### config.mk
export PLATFORM = sky130hd
export DESIGN_NAME = half_bridge_spi_command_status
export DESIGN_NICKNAME = d
export VERILOG_FILES = /design/src/pkg/half_bridge_spi_pkg.sv /design/src/half_bridge_spi_command_status.sv
export SDC_FILE = /design/constraint.sdc
export NUM_CORES = 1
export LEC_CHECK = 0
export BUFFER_PORTS_ARGS = -buffer_cell sky130_fd_sc_hd__buf_2
export CORE_MARGIN = 2
export CORE_UTILIZATION = 40
export CTS_CLUSTER_DIAMETER = 50
export DETAILED_ROUTE_END_ITERATION = 16
export GPL_TIMING_DRIVEN = 0
export PLACE_DENSITY_LB_ADDON = 0.1
export SLEW_MARGIN = 20
export SYNTH_ARGS = -nofsm -noshare
export SYNTH_HDL_FRONTEND = slang
export SYNTH_SLANG_ARGS = --single-unit
### constraint.sdc
create_clock -name clk_sys -period 5.22 [get_ports clk_sys]
set_input_delay 0.522 -clock clk_sys [delete_from_list [all_inputs] [get_ports clk_sys]]
set_output_delay 0.522 -clock clk_sys [all_outputs]
set_load 0.03 [all_outputs]
### src/pkg/half_bridge_spi_pkg.sv
/*
 * Constants and carrier types for the half-bridge serial control port.
 * Assumes a 40 MHz system clock; long filter counts are overridable at the top.
 */
package half_bridge_spi_pkg;

    // ------------------------------------------------------------------
    // frame and clock
    // ------------------------------------------------------------------
    localparam int unsigned FRAME_BITS       = 16;
    localparam int unsigned CLK_MHZ          = 40;

    // ------------------------------------------------------------------
    // command and status bit positions
    // ------------------------------------------------------------------
    localparam int unsigned BIT_OV_ENABLE    = 15;
    localparam int unsigned BIT_UL_ENABLE    = 14;
    localparam int unsigned BIT_OC_SELECT    = 13;
    localparam int unsigned BIT_SWITCH_LO    = 1;
    localparam int unsigned BIT_STATUS_RESET = 0;
    localparam int unsigned BIT_SUPPLY_FAULT = 15;
    localparam int unsigned BIT_UNDERLOAD    = 14;
    localparam int unsigned BIT_OVERCURRENT  = 13;
    localparam int unsigned BIT_SHOOT        = 12;
    localparam int unsigned BIT_THERMAL      = 0;

    // ------------------------------------------------------------------
    // reset values
    // ------------------------------------------------------------------
    localparam logic [15:0] CONTROL_RESET    = 16'h0000;
    localparam logic [15:0] FAULT_RESET      = 16'h0000;

    // ------------------------------------------------------------------
    // fault filter times (us) and derived cycle counts
    // ------------------------------------------------------------------
    localparam int unsigned OC_LONG_US       = 200;
    localparam int unsigned OC_SHORT_US      = 25;
    localparam int unsigned UNDERLOAD_US     = 350;
    localparam int unsigned SUPPLY_FILTER_US = 10;
    localparam int unsigned THERMAL_FILTER_US = 10;
    localparam int unsigned OC_LONG_CYCLES   = OC_LONG_US * CLK_MHZ;
    localparam int unsigned OC_SHORT_CYCLES  = OC_SHORT_US * CLK_MHZ;
    localparam int unsigned UNDERLOAD_CYCLES = UNDERLOAD_US * CLK_MHZ;
    localparam int unsigned SUPPLY_CYCLES    = SUPPLY_FILTER_US * CLK_MHZ;
    localparam int unsigned THERMAL_CYCLES   = THERMAL_FILTER_US * CLK_MHZ;
    localparam int unsigned FILTER_WIDTH     = 16;

    // command word as shifted in, bit 15 first in this layout
    typedef struct packed {
        logic       overvoltage_shutdown_enable;
        logic       underload_shutdown_enable;
        logic       overcurrent_delay_select;
        logic [5:0] unused;
        logic [5:0] switch_enable;   // {h3,l3,h2,l2,h1,l1}
        logic       status_reset_request;
    } control_type;

    // fault and status word shifted out
    typedef struct packed {
        logic       supply_fault_flag;
        logic       underload_fault_flag;
        logic       overcurrent_fault_flag;
        logic       shoot_through_flag;
        logic [4:0] unused;
        logic [5:0] switch_state;
        logic       thermal_warning_flag;
    } status_type;

    // raw detector inputs from the analog side
    typedef struct packed {
        logic       supply_overvoltage;
        logic       supply_undervoltage;
        logic       underload;
        logic       thermal_warning;
        logic [5:0] overcurrent;     // one per switch, same order as enables
    } detect_type;

endpackage

### src/half_bridge_spi_command_status.sv
/*
 * Serial command/status port and protection latching of a triple
 * half-bridge driver. Pins chip_select_n, sclk, si and the analog detector
 * levels arrive asynchronously and are synchronised to clk_sys; the serial
 * clock must stay well below clk_sys/4 (bench: 200 ns period vs 25 ns).
 */
//
// What this block does
// - sixteen bit words, least significant bit first
// - chip select rise moves word to control
// - serial output driven only while selected
// - latch only after at least sixteen clocks
// - counter armed by select fall, counts rises
// - valid frame clears underload and thermal flags
// - persisting faults re-latch after filter time
// - status shifts out while command shifts in
// - daisy chain passes input through, long frames
// - bit 15 enables overvoltage shutdown
// - bit 14 enables underload shutdown
// - bit 13 picks overcurrent filter time
// - bits 6..1 switch drivers, report state
// - bit 0 requests latched status reset
// - status bit 15 reports supply fault
// - status bits 14,13,12,0 report faults
// - supply flag cleared only by reset request
// - shoot-through driver stays off until cleared
`timescale 1ns/1ps

module half_bridge_spi_command_status #(
    parameter int unsigned OC_LONG_COUNT   = half_bridge_spi_pkg::OC_LONG_CYCLES,
    parameter int unsigned UNDERLOAD_COUNT = half_bridge_spi_pkg::UNDERLOAD_CYCLES
) (
    input  wire logic                            clk_sys,
    input  wire logic                            reset,
    input  wire logic                            chip_select_n,
    input  wire logic                            sclk,
    input  wire logic                            si,
    input  wire half_bridge_spi_pkg::detect_type detect,
    output logic                                 so_out,
    output logic                                 so_oe,
    output logic [5:0]                           switch_drive,
    output half_bridge_spi_pkg::control_type     control_command_word,
    output half_bridge_spi_pkg::status_type      fault_status_word
);

    // ------------------------------------------------------------------
    // pin synchronisers
    // ------------------------------------------------------------------
    localparam int unsigned PIN_COUNT = 3 + $bits(half_bridge_spi_pkg::detect_type);

    logic [PIN_COUNT-1:0] pin_meta;
    logic [PIN_COUNT-1:0] pin_sync;
    logic                 cs_prev;
    logic                 sclk_prev;

    // two flops per pin; only the second stage is read by logic
    // reset to the pins' idle levels so no false edge or fault follows reset
    always_ff @(posedge clk_sys) begin
        if (reset) begin
            pin_meta <= {1'b1, {(PIN_COUNT-1){1'b0}}};
            pin_sync <= {1'b1, {(PIN_COUNT-1){1'b0}}};
        end else begin
            pin_meta <= {chip_select_n, sclk, si, detect};
            pin_sync <= pin_meta;
        end
    end

    logic                            cs_n_s;
    logic                            sclk_s;
    logic                            si_s;
    half_bridge_spi_pkg::detect_type det_s;

    assign cs_n_s = pin_sync[PIN_COUNT-1];
    assign sclk_s = pin_sync[PIN_COUNT-2];
    assign si_s   = pin_sync[PIN_COUNT-3];
    assign det_s  = pin_sync[PIN_COUNT-4:0];

    // edge history on the synchronised levels
    always_ff @(posedge clk_sys) begin
        if (reset) begin
            cs_prev   <= 1'b1;
            sclk_prev <= 1'b0;
        end else begin
            cs_prev   <= cs_n_s;
            sclk_prev <= sclk_s;
        end
    end

    logic cs_fall;
    logic cs_rise;
    logic sclk_rise;

    assign cs_fall   = cs_prev & ~cs_n_s;
    assign cs_rise   = ~cs_prev & cs_n_s;
    assign sclk_rise = ~cs_n_s & ~sclk_prev & sclk_s;

    // ------------------------------------------------------------------
    // shift register and frame length check
    // ------------------------------------------------------------------
    logic [15:0] shift_word;
    logic [4:0]  bit_count;
    logic        frame_valid;

    // one register serves both directions: status leaves at bit 0 while
    // input enters at bit 15, so after 16 clocks the input word sits
    // aligned and longer frames simply pass earlier bits downstream
    always_ff @(posedge clk_sys) begin
        if (reset) begin
            shift_word <= half_bridge_spi_pkg::FAULT_RESET;
        end else if (cs_fall) begin
            shift_word <= fault_status_word;
        end else if (sclk_rise) begin
            shift_word <= {si_s, shift_word[15:1]};
        end
    end

    // saturating count of serial clock rises inside a frame
    always_ff @(posedge clk_sys) begin
        if (reset) begin
            bit_count <= 5'h00;
        end else if (cs_fall) begin
            bit_count <= 5'h00;
        end else if (sclk_rise && bit_count < 5'(half_bridge_spi_pkg::FRAME_BITS)) begin
            bit_count <= bit_count + 5'h01;
        end
    end

    assign frame_valid = cs_rise && bit_count >= 5'(half_bridge_spi_pkg::FRAME_BITS);

    // serial output pins straight from flops
    always_ff @(posedge clk_sys) begin
        if (reset) begin
            so_oe  <= 1'b0;
            so_out <= 1'b0;
        end else begin
            so_oe  <= ~cs_n_s;
            so_out <= cs_fall ? fault_status_word[0] : shift_word[0];
        end
    end

    // ------------------------------------------------------------------
    // control register
    // ------------------------------------------------------------------
    half_bridge_spi_pkg::control_type next_control;

    assign next_control = shift_word;

    // short frames fall through and leave the word untouched
    always_ff @(posedge clk_sys) begin
        if (reset) begin
            control_command_word <= half_bridge_spi_pkg::CONTROL_RESET;
        end else if (frame_valid) begin
            control_command_word <= next_control;
        end
    end

    logic fault_clear;
    logic status_reset;

    assign fault_clear  = frame_valid;
    assign status_reset = frame_valid && next_control.status_reset_request;

    // ------------------------------------------------------------------
    // fault filters
    // ------------------------------------------------------------------
    localparam int unsigned FILTERS = 9;

    logic [FILTERS-1:0] condition;
    logic [FILTERS-1:0] filtered;

    assign condition = {det_s.supply_overvoltage | det_s.supply_undervoltage,
                        det_s.underload, det_s.thermal_warning, det_s.overcurrent};

    // limit per filter; overcurrent follows the delay select bit
    function automatic logic [15:0] filter_limit(input int unsigned idx, input logic short_sel);
        logic [15:0] lim;
        lim = 16'(half_bridge_spi_pkg::THERMAL_CYCLES);
        if (idx < 6) begin
            lim = short_sel ? 16'(half_bridge_spi_pkg::OC_SHORT_CYCLES)
                            : 16'(OC_LONG_COUNT);
        end else if (idx == 7) begin
            lim = 16'(UNDERLOAD_COUNT);
        end else if (idx == 8) begin
            lim = 16'(half_bridge_spi_pkg::SUPPLY_CYCLES);
        end
        return lim;
    endfunction

    // a clear restarts each timer so a lasting fault returns after the
    // full filter time rather than the instant it was cleared
    genvar gi;
    generate
        for (gi = 0; gi < FILTERS; gi++) begin : g_filter
            logic [15:0] filter_count;
            always_ff @(posedge clk_sys) begin
                if (reset) begin
                    filter_count <= 16'h0000;
                end else if (!condition[gi] || fault_clear) begin
                    filter_count <= 16'h0000;
                end else if (filter_count < filter_limit(gi,
                             control_command_word.overcurrent_delay_select)) begin
                    filter_count <= filter_count + 16'h0001;
                end
            end
            // masked in the clearing cycle, else the old count re-sets the flag at once
            assign filtered[gi] = condition[gi] && !fault_clear
                                && (filter_count >= filter_limit(gi,
                                    control_command_word.overcurrent_delay_select));
        end
    endgenerate

    // ------------------------------------------------------------------
    // latched fault flags; the clear wins over a filter set in the clearing cycle, a shoot-through set wins
    // ------------------------------------------------------------------
    logic       supply_flag;
    logic       underload_flag;
    logic       overcurrent_flag;
    logic       thermal_flag;
    logic       shoot_flag;
    logic [5:0] oc_latched;
    logic [2:0] shoot_channel;
    logic [2:0] shoot_attempt;

    // both switches of one channel commanded on at once
    always_comb begin
        for (int c = 0; c < 3; c++) begin
            shoot_attempt[c] = control_command_word.switch_enable[2*c]
                             & control_command_word.switch_enable[2*c+1];
        end
    end

    always_ff @(posedge clk_sys) begin
        if (reset) begin
            supply_flag <= 1'b0;
        end else begin
            supply_flag <= (supply_flag & ~status_reset) | filtered[8];
        end
    end

    always_ff @(posedge clk_sys) begin
        if (reset) begin
            underload_flag <= 1'b0;
            thermal_flag   <= 1'b0;
        end else begin
            underload_flag <= (underload_flag & ~fault_clear) | filtered[7];
            thermal_flag   <= (thermal_flag & ~fault_clear) | filtered[6];
        end
    end

    // overcurrent switches latch off and only a reset request frees them
    always_ff @(posedge clk_sys) begin
        if (reset) begin
            oc_latched       <= 6'h00;
            overcurrent_flag <= 1'b0;
        end else begin
            oc_latched       <= (oc_latched & ~{6{status_reset}}) | filtered[5:0];
            overcurrent_flag <= (overcurrent_flag & ~status_reset) | (|filtered[5:0]);
        end
    end

    always_ff @(posedge clk_sys) begin
        if (reset) begin
            shoot_flag    <= 1'b0;
            shoot_channel <= 3'h0;
        end else begin
            shoot_flag    <= (shoot_flag & ~status_reset) | (|shoot_attempt);
            shoot_channel <= (shoot_channel & ~{3{status_reset}}) | shoot_attempt;
        end
    end

    // ------------------------------------------------------------------
    // driver gating
    // ------------------------------------------------------------------
    logic [5:0] next_drive;
    logic       global_off;

    assign global_off = (control_command_word.overvoltage_shutdown_enable
                         & det_s.supply_overvoltage)
                      | det_s.supply_undervoltage
                      | (control_command_word.underload_shutdown_enable
                         & underload_flag);

    // command bits kept, so outputs return once an overvoltage passes
    always_comb begin
        next_drive = control_command_word.switch_enable & ~oc_latched;
        for (int c = 0; c < 3; c++) begin
            if (shoot_channel[c] || shoot_attempt[c]) begin
                next_drive[2*c]   = 1'b0;
                next_drive[2*c+1] = 1'b0;
            end
        end
        if (global_off) begin
            next_drive = 6'h00;
        end
    end

    always_ff @(posedge clk_sys) begin
        if (reset) begin
            switch_drive <= 6'h00;
        end else begin
            switch_drive <= next_drive;
        end
    end

    // ------------------------------------------------------------------
    // status word, registered from the flags on every clock
    // ------------------------------------------------------------------
    always_ff @(posedge clk_sys) begin
        if (reset) begin
            fault_status_word <= half_bridge_spi_pkg::FAULT_RESET;
        end else begin
            fault_status_word.supply_fault_flag      <= supply_flag;
            fault_status_word.underload_fault_flag   <= underload_flag;
            fault_status_word.overcurrent_fault_flag <= overcurrent_flag;
            fault_status_word.shoot_through_flag     <= shoot_flag;
            fault_status_word.unused                 <= 5'h00;
            fault_status_word.switch_state           <= switch_drive;
            fault_status_word.thermal_warning_flag   <= thermal_flag;
        end
    end

endmodule

; After elaboration in Yosys (flattened, before gate mapping)
; Cells that the tools add are included.
[word_totals]
reg_bits = 247
input_bits = 15
output_inout_bits = 40
wordCells = 184
[op_classes]
add_sub_neg = 10
n_lt_le_gt_ge = 20
muxes = 20
bitwise = 35
reduce_logical = 59
[op_table]
columns = cell, n
row1 = $mux 16, 18
row2 = $add 16x1->16 const B, 9
row3 = $lt 16x16->1, 8
row4 = $ge 16x16->1, 5
row5 = $ge 16x9->1 const B, 2
row6 = $logic_and 1x1->1, 21
row7 = $reduce_or 2->1, 10
row8 = $ge 16x13->1, 1
row9 = $ge 16x14->1 const B, 1
row10 = $lt 16x9->1 const B, 1
row11 = $and 1x1->1, 14
row12 = $mux 13, 1
row13 = $and 6x6->6, 2
row14 = $logic_or 1x1->1, 12
row15 = $not 6->6, 2
row16 = $reduce_or 3->1, 4
row17 = $logic_not 1->1, 10
row18 = $or 1x1->1, 8
row19 = $or 6x6->6, 1
row20 = $reduce_or 6->1, 1
row21 = $add 5x1->5 const B, 1
row22 = $ge 5x5->1 const B, 1
row23 = $lt 5x5->1 const B, 1
row24 = $not 1->1, 5
row25 = other kinds (5), 5

; Depth between registers and ports, before layout
; Gate-level depths: netlist of the first run.
[depth]
word_depth = 8
depth_mapped = 9
mapped_depth_nobuf = 8

; Least setup slack after synthesis of the first run
; Ideal clock, no wire load.
[synth_timing]
path_type = flip-flop to flip-flop
startpoint = register control_command_word[13] (netlist name)
endpoint = register g_filter[0].filter_count[6]
setup_time_ns = 0.071
arrival_ns = 3.140
t_required_ns = 5.149
slack_ns = 2.010
path_stages_with_launch = 9
n_path_buf = 0
period_less_slack_ns = 3.210
path_cell_list = dfxtp_1 inv_1 ha_1 or3b_1 a21oi_1 o31a_1 o21ai_2 or4_1 a21oi_1
[synth_between]
elab_chain_len = 4
[synth_rtl]
columns = item, line
row1 = start: declaration, half_bridge_spi_command_status.sv:42  ; output half_bridge_spi_pkg::control_type control_command_word,
row2 = start signal: assignment, half_bridge_spi_command_status.sv:151  ; control_command_word <= half_bridge_spi_pkg::CONTROL_RESET;
row3 = start signal: assignment, half_bridge_spi_command_status.sv:153  ; control_command_word <= next_control;
row4 = $mux 13, half_bridge_spi_command_status.sv:179  ; lim = short_sel ? 16'(half_bridge_spi_pkg::OC_SHORT_CYCLES)
row5 = $mux 16, half_bridge_spi_command_status.sv:198  ; end else if (!condition[gi] || fault_clear) begin
row6 = $mux 16, half_bridge_spi_command_status.sv:196  ; if (reset) begin
row7 = $lt 16x16->1, half_bridge_spi_command_status.sv:200  ; end else if (filter_count < filter_limit(gi,
row8 = end signal: assignment, half_bridge_spi_command_status.sv:202  ; filter_count <= filter_count + 16'h0001;
row9 = end: declaration, half_bridge_spi_command_status.sv:194  ; logic [15:0] filter_count;
; No other way between the ends. The select of a mux whose other input is x is not followed.
; A chain may end at the register's enable or synchronous reset.

; Worst setup path in the final report of the first run
[layout_timing]
startpoint = register control_command_word[13] (netlist name)
endpoint = register g_filter[0].filter_count[1]
; Same word-level chain as after synthesis.

==> impl_metrics.toml, run 1 <==
[critical_path]
cp-end-kind = "register"
crit_path_cell_trace = "inv_1, ha_1, o211a_1, a21oi_1, o31a_1, o21ai_2, clkbuf_1, mux2i_1, nor2_1"
r2r_setup_slack_ps = 2130
arrival_ps = 3500
reg2reg_depth = 9
crit_path_start = "control_command_word[13]"
cp-start-kind = "register"
slowest_delay_ps = 480
worstReg2RegStart = "control_command_word[13]"
critPathCapture = "g_filter[0].filter_count[1]"
r2r-end = "g_filter[0].filter_count[1]"
critical_path_required_ps = 5630
worstPathMaxFanout = 12
crit_type = "register to register"
slowest_stage = "dfxtp_2"

[synthesis]
ys.warnings.count = 0
syn_area_sq_mm = 0.0103
netlist_instances = 1156
synth_cell_type_count = 69
ys_dominant_reg_cell = "dfxtp_1"
async_reset_ff_share_pct = 0
synth_most_common_cell = "dfxtp_1"
ys_top_cells_by_count = "242 x dfxtp_1, 131 x nand2_1, 130 x nor2_1"
avgSynthCellArea_sq_um = 8.93
synthTopCellsByArea = "dfxtp_1 47%, ha_1 6.5%, nand2_1 4.8%"
synth_edf_count = 0
synth_top_area_share_pct = 46.9
synth_area_leader_cell = "dfxtp_1"
synth_seq_cells = 242
yosysSeqAreaShare_pct = 46.9

[drt]
drc = 0
wl_mm = 24.1
drt_iter0_drc = 422
vias_per_cell = 5.09
num_vias = 8128
dr.pass1.iters = 4
detail-route-antenna-nets = 0
wl_per_cell_um = 15.1

[power_and_ir_drop]
p_seq_share_pct = 45.1
ir_drop_mv = 0.226
clkPwrFrac_pct = 53.1
p_int_mw = 3.23
power.leakage_nw = 4.62
power_switching_uw = 924
p_sw_share_pct = 22.2
power_density_mw_per_mm2 = 343
p_comb_share_pct = 1.8

[sta]
fin_ws_ps = 2130
fin_hold_ws_ps = 162
hold_viol_final = 0
fmax_mhz = 324
slew_headroom_pct = 43.4
tightest_slew_ps = 842
finalSetupViolations = 0
fin_setup_tns_ps = 0
rsz0062_at_grt = "no"
period_needed_ps = 3090
finalCritPeriodShare_pct = 59.1
skew_ps = 8.10
final_max_slew_viol_count = 0

[status]
status = "completed"

[hold_path]
holdPathStages = 2
worstHoldStart = "chip_select_n"
hp-class = "primary input to register"

[floorplanning]
initial_core_util_pct = 40.9
num_rows = 58
io_pins = 55
die_h_um = 165
die_width_um = 165
core_area_sq_mm = 0.0253
die_area_sq_mm = 0.0271

[grt]
grt_max_degree = 21
grt_usage_pct = 17.9
grt_pass1_wl_mm = 38.9
antenna_found_initial = 0
grt_pass1_vias = 7542
overflow = 0

[clocking]
cts_buffers = 31
htree_levels = 1
path_clk_slew_ps = 60
tritoncts = "yes"
clkLatencyLatePin_ps = 540
cts_resized = 0
root_buffer = "clkbuf_16"
cts_buffer_depth = 3
ctsHoldBuffers = 0
post-cts-setup-buffers = 0
clock_sinks = 242

[cells_and_area]
drive_gt1_share_pct = 10.5
multi_input_area_sq_mm = 0.00518
fillers = 2471
regArea_sq_mm = 0.00485
diodes = 0
synthToLayoutAreaGrowth_pct = 17.2
fin_nets = 1311

[job]
maxCapViolations = 0

[placed_design]
gp_congestion = 0.795
dp_hpwl_mm = 16.6
place_ws_ps = 2180
port_buffers = 48
[layer usage]
metal	global-route usage [%]	wire length, um
met5	0	0
met4	3.95	414
met3	3.72	1230
met2	28.5	10400
met1	25.0	12000
[logic make-up (layout without fill, tap and decap cells)]
group,Yosys count,in the layout,synth area share [%]
and+or+nand+nor,515,515,25.1
DFF,242,242,46.9
AOI/OAI and AO/OA,192,192,11.8
buffers and inverters,77,183,3.07
xor gates and xnor gates,65,65,5.52
adders and majority gates,54,54,6.55
muxes,10,10,0.970
other,1,5,0.0363
[layout make-up]
type | count | area share (%)
inverter | 37 | 1.15
multi-input combinational | 841 | 42.8
sequential | 242 | 40.1
clock buffer | 36 | 6.82
buffer | 40 | 1.47
clock inverter | 21 | 2.15
timing repair buffer | 49 | 2.15
tap | 330 | 3.41
[critical path: cells and delay by family (launching register included)]
kind,cells,cell delay (ps)
compound gates,4,870
fa+ha+maj,1,440
buf+inv,2,840
flops,1,480
mux,1,240
simple gates,1,60
[power by group through the flow]
stage	Clock, mW	Combinational, mW	Sequential [mW]
after floorplan	0	0.0493	1.91
after global placement	0	0.0775	1.91
after detailed placement	0	0.0781	1.91
after CTS	2.26	0.0783	1.87
after global routing	2.34	0.0861	1.87
final	2.21	0.0767	1.87
[cell usage in the layout (no fill, tap or decap), types with 33 or more instances in the layout]
| master | instances |
|---|---|
| nor2_1 | 130 |
| inv_1 | 37 |
| dfxtp_1 | 241 |
| a21oi_1 | 79 |
| ha_1 | 54 |
| xnor2_1 | 33 |
| nand2_1 | 131 |
| and3_1 | 47 |
| nor2b_1 | 39 |
| nand3_1 | 40 |
| o21ai_0 | 35 |
| buf_2 | 48 |
[flip-flops by register name, indices dropped and copies added, names as in the netlist]
name	cells
cs_prev	1
switch_drive	6
bit_count	5
so_out	1
supply_flag	1
oc_latched	6
next_control	16
shoot_flag	1
pin_meta	13
thermal_flag	1
control_command_word	16
g_filter.filter_count	144
sclk_prev	1
overcurrent_flag	1
underload_flag	1
fault_status_word	11
shoot_channel	3
so_oe	1
pin_sync	13
[how the worst min path moves through the flow]
stage	end	slack, ps
2_1_floorplan	pin_sync[12]	390
3_3_place_gp	pin_sync[12]	400
3_5_place_dp	pin_sync[12]	400
4_1_cts	pin_meta[12]	140
5_1_grt	pin_meta[12]	150
6_report	pin_meta[12]	160
[through the flow]
| step | instances | instance area [sq um] | power, mW | util [%] |
|---|---|---|---|---|
| after detailed placement | 1539 | 11000 | 1.99 | 43.6 |
| after CTS | 1596 | 12100 | 4.21 | 47.9 |
| after floorplan | 1160 | 10300 | 1.96 | - |
| after global placement | 1538 | 11000 | 1.99 | 43.5 |
| after global routing | 1596 | 12100 | 4.30 | 47.9 |
| final | 1596 | 12100 | 4.15 | 47.9 |
No activity file was read; power rests on OpenSTA's default activity.
==> run 2: changes to the inputs <==
Settings changed: ABC_AREA set to 1.
Clock period 5.22 ns to 3.2 ns, I/O delays scaled along.
==> run 2 against run 1 <==
Net effect: cell count up 29%; worst hold slack got worse by 140 ps; via count increased by 19%; combinational power up 81%; register-to-register slack got worse by 1700 ps; clock power rose by 74%.
==> impl_metrics.toml, run 2 <==
[status]
status = "completed"

[sta]
fin_hold_ws_ps = 19.4
tightest_slew_ps = 829
slew_headroom_pct = 44.7
finalCritPeriodShare_pct = 87.0
period_needed_ps = 2790
fin_ws_ps = 415
rsz0062_at_grt = "no"
fmax_mhz = 359
final_max_slew_viol_count = 0
finalSetupViolations = 0
skew_ps = 18.6
hold_viol_final = 0

[floorplanning]
num_rows = 61
die_h_um = 172
io_pins = 55
initial_core_util_pct = 40.7
core_area_sq_mm = 0.0278
die_width_um = 172
die_area_sq_mm = 0.0296

[clocking]
root_buffer = "clkbuf_16"
clkLatencyLatePin_ps = 510
cts_buffers = 34
clock_sinks = 242
path_clk_slew_ps = 50
htree_levels = 2
tritoncts = "yes"
cts_buffer_depth = 3

[power_and_ir_drop]
ir_drop_mv = 0.422
power.leakage_nw = 5.47
power_density_mw_per_mm2 = 529

[synthesis]
avgSynthCellArea_sq_um = 7.27
ys_top_cells_by_count = "288 x nand2_1, 252 x inv_1, 242 x dfxtp_1"
synth_edf_count = 0
synth_seq_cells = 242
syn_area_sq_mm = 0.0113
async_reset_ff_share_pct = 0
ys_dominant_reg_cell = "dfxtp_1"
netlist_instances = 1553
synth_area_leader_cell = "dfxtp_1"
synth_top_area_share_pct = 42.9
synth_most_common_cell = "nand2_1"
synth_cell_type_count = 45
synthTopCellsByArea = "dfxtp_1 43%, nand2_1 9.6%, inv_1 8.4%"
ys.warnings.count = 0
yosysSeqAreaShare_pct = 42.9

[grt]
grt_max_degree = 27
grt_usage_pct = 18.1
antenna_found_initial = 0
overflow = 0
grt_pass1_vias = 9054
grt_pass1_wl_mm = 43.6

[hold_path]
hp-class = "primary input to register"
holdPathStages = 3
hold_end = "pin_meta[8]"
worstHoldStart = "detect[8]"

[drt]
dr.pass1.iters = 5
wl_per_cell_um = 12.6
wl_mm = 25.9
detail-route-antenna-nets = 0
vias_per_cell = 4.69
drc = 0
drt_iter0_drc = 510
num_vias = 9639

[cells_and_area]
largest_reg_flops = 144
final_cell_mix = "288 x nand2_1, 251 x inv_1, 241 x dfxtp_1"
regArea_sq_mm = 0.00485
layout_commonest_cell = "nand2_1"
regMostFlops = "g_filter.filter_count"
diodes = 0
fillers = 2848
drive_gt1_share_pct = 10.9
multi_input_area_sq_mm = 0.00524
finalNonFillerCells = 2055
synthToLayoutAreaGrowth_pct = 17.7
fin_nets = 1722

[critical_path]
r2r-end = "g_filter[3].filter_count[7]"
crit_type = "register to register"
arrival_ps = 3230
slowest_delay_ps = 870
worstPathMaxFanout = 26
critPathTopFamily = "flip-flops"
slowest_stage = "dfxtp_2"
reg2reg_depth = 16
critical_path_required_ps = 3640
cp-start-kind = "register"
r2r_setup_slack_ps = 410
cp-end-kind = "register"
cp_common_cell = "nand2_1"
critical_path_buf_inv_count = 5
crit_path_cell_trace = "clkinvlp_4, buf_4, buf_4, ha_1, nand2_1, nand2_1, nand2_1, nand3_1, nand2_1, nand2_1, buf_2, nor3_2, nand2_1, nand2_1, inv_1, nor2_1"
worstReg2RegStart = "control_command_word[13]"

[placed_design]
gp_congestion = 0.799
dp_cells = 1984
place_ws_ps = 65.2
dp_hpwl_mm = 18.6
port_buffers = 49

[job]
maxCapViolations = 0
## run 2: worst max-delay path by stage
stage	from	endpoint	slack [ps]	depth (start not counted)
global placement	control_command_word[13]	g_filter[5].filter_count[8]	-620	10
CTS	control_command_word[13]	g_filter[5].filter_count[8]	70	10
global route	control_command_word[13]	g_filter[5].filter_count[8]	130	11
floorplan	control_command_word[13]	g_filter[5].filter_count[8]	450	10
finish	control_command_word[13]	g_filter[3].filter_count[7]	410	16
detailed placement	control_command_word[13]	g_filter[5].filter_count[8]	70	10
## run 2: per-stage QoR
stage	total power [mW]	utilization, %	instance area, sq um	setup TNS, ps
3_3_place_gp	3.25	43.3	12000	-37060
3_5_place_dp	3.25	43.3	12000	0
6_report	7.03	47.9	13300	0
2_1_floorplan	3.20	-	11300	0
5_1_grt	7.29	47.9	13300	0
4_1_cts	7.15	47.7	13300	0
## run 2: where the power goes
part	leakage (nW)	total, mW	internal, mW	switching, mW
logic	2.95	0.139	0.0452	0.0942
registers	1.96	3.05	3.04	0.0134
clock network	0.566	3.84	2.44	1.40
total	5.47	7.03	5.53	1.51
## run 2: cells by family after synthesis
| logic type | after synthesis | share of synthesized area (%) |
|---|---|---|
| XOR/XNOR | 20 | 1.55 |
| adder cells (fa/ha/maj) | 54 | 5.98 |
| flip-flops | 242 | 42.9 |
| AND/OR/NAND/NOR | 717 | 28.4 |
| AO/OA/AOI/OAI | 220 | 10.3 |
| other | 1 | 0.0332 |
| buffers and inverters | 299 | 10.8 |
## run 2: cell type report
class                           instances  area share, %
Multi-Input combinational cell       1016           39.4
Tap cell                              378           3.56
Clock inverter                         13           1.53
Timing Repair Buffer                   60           2.60
Clock buffer                           47           7.23
Buffer                                 37           1.78
Sequential cell                       242           36.4
Inverter                              262           7.45
## run 2: worst register-to-register path: cells and delay by family (launching register included)
kind	cells	cell delay, ps
simple gates	10	780
buf+inv	5	790
flops	1	870
fa+ha+maj	1	300
## run 2: per-layer routing
layer | global-route usage [%] | share of wire [%] | up-vias
met1 | 24.3 | 49 | 4327
li1 | - | - | 5148
met5 | 0 | 0 | -
met2 | 29.3 | 44 | 123
met4 | 4.97 | 2.0 | 0
met3 | 4.14 | 4.8 | 41
## run 2: timing repair
item / 4_1_cts / 5_1_grt
setup endpoints to repair: 0 / 24
buffers inserted: 0 / 4
resized for setup: 0 / 1
hold buffers: 7 / 0
endpoints found under the hold margin: 7 / 0
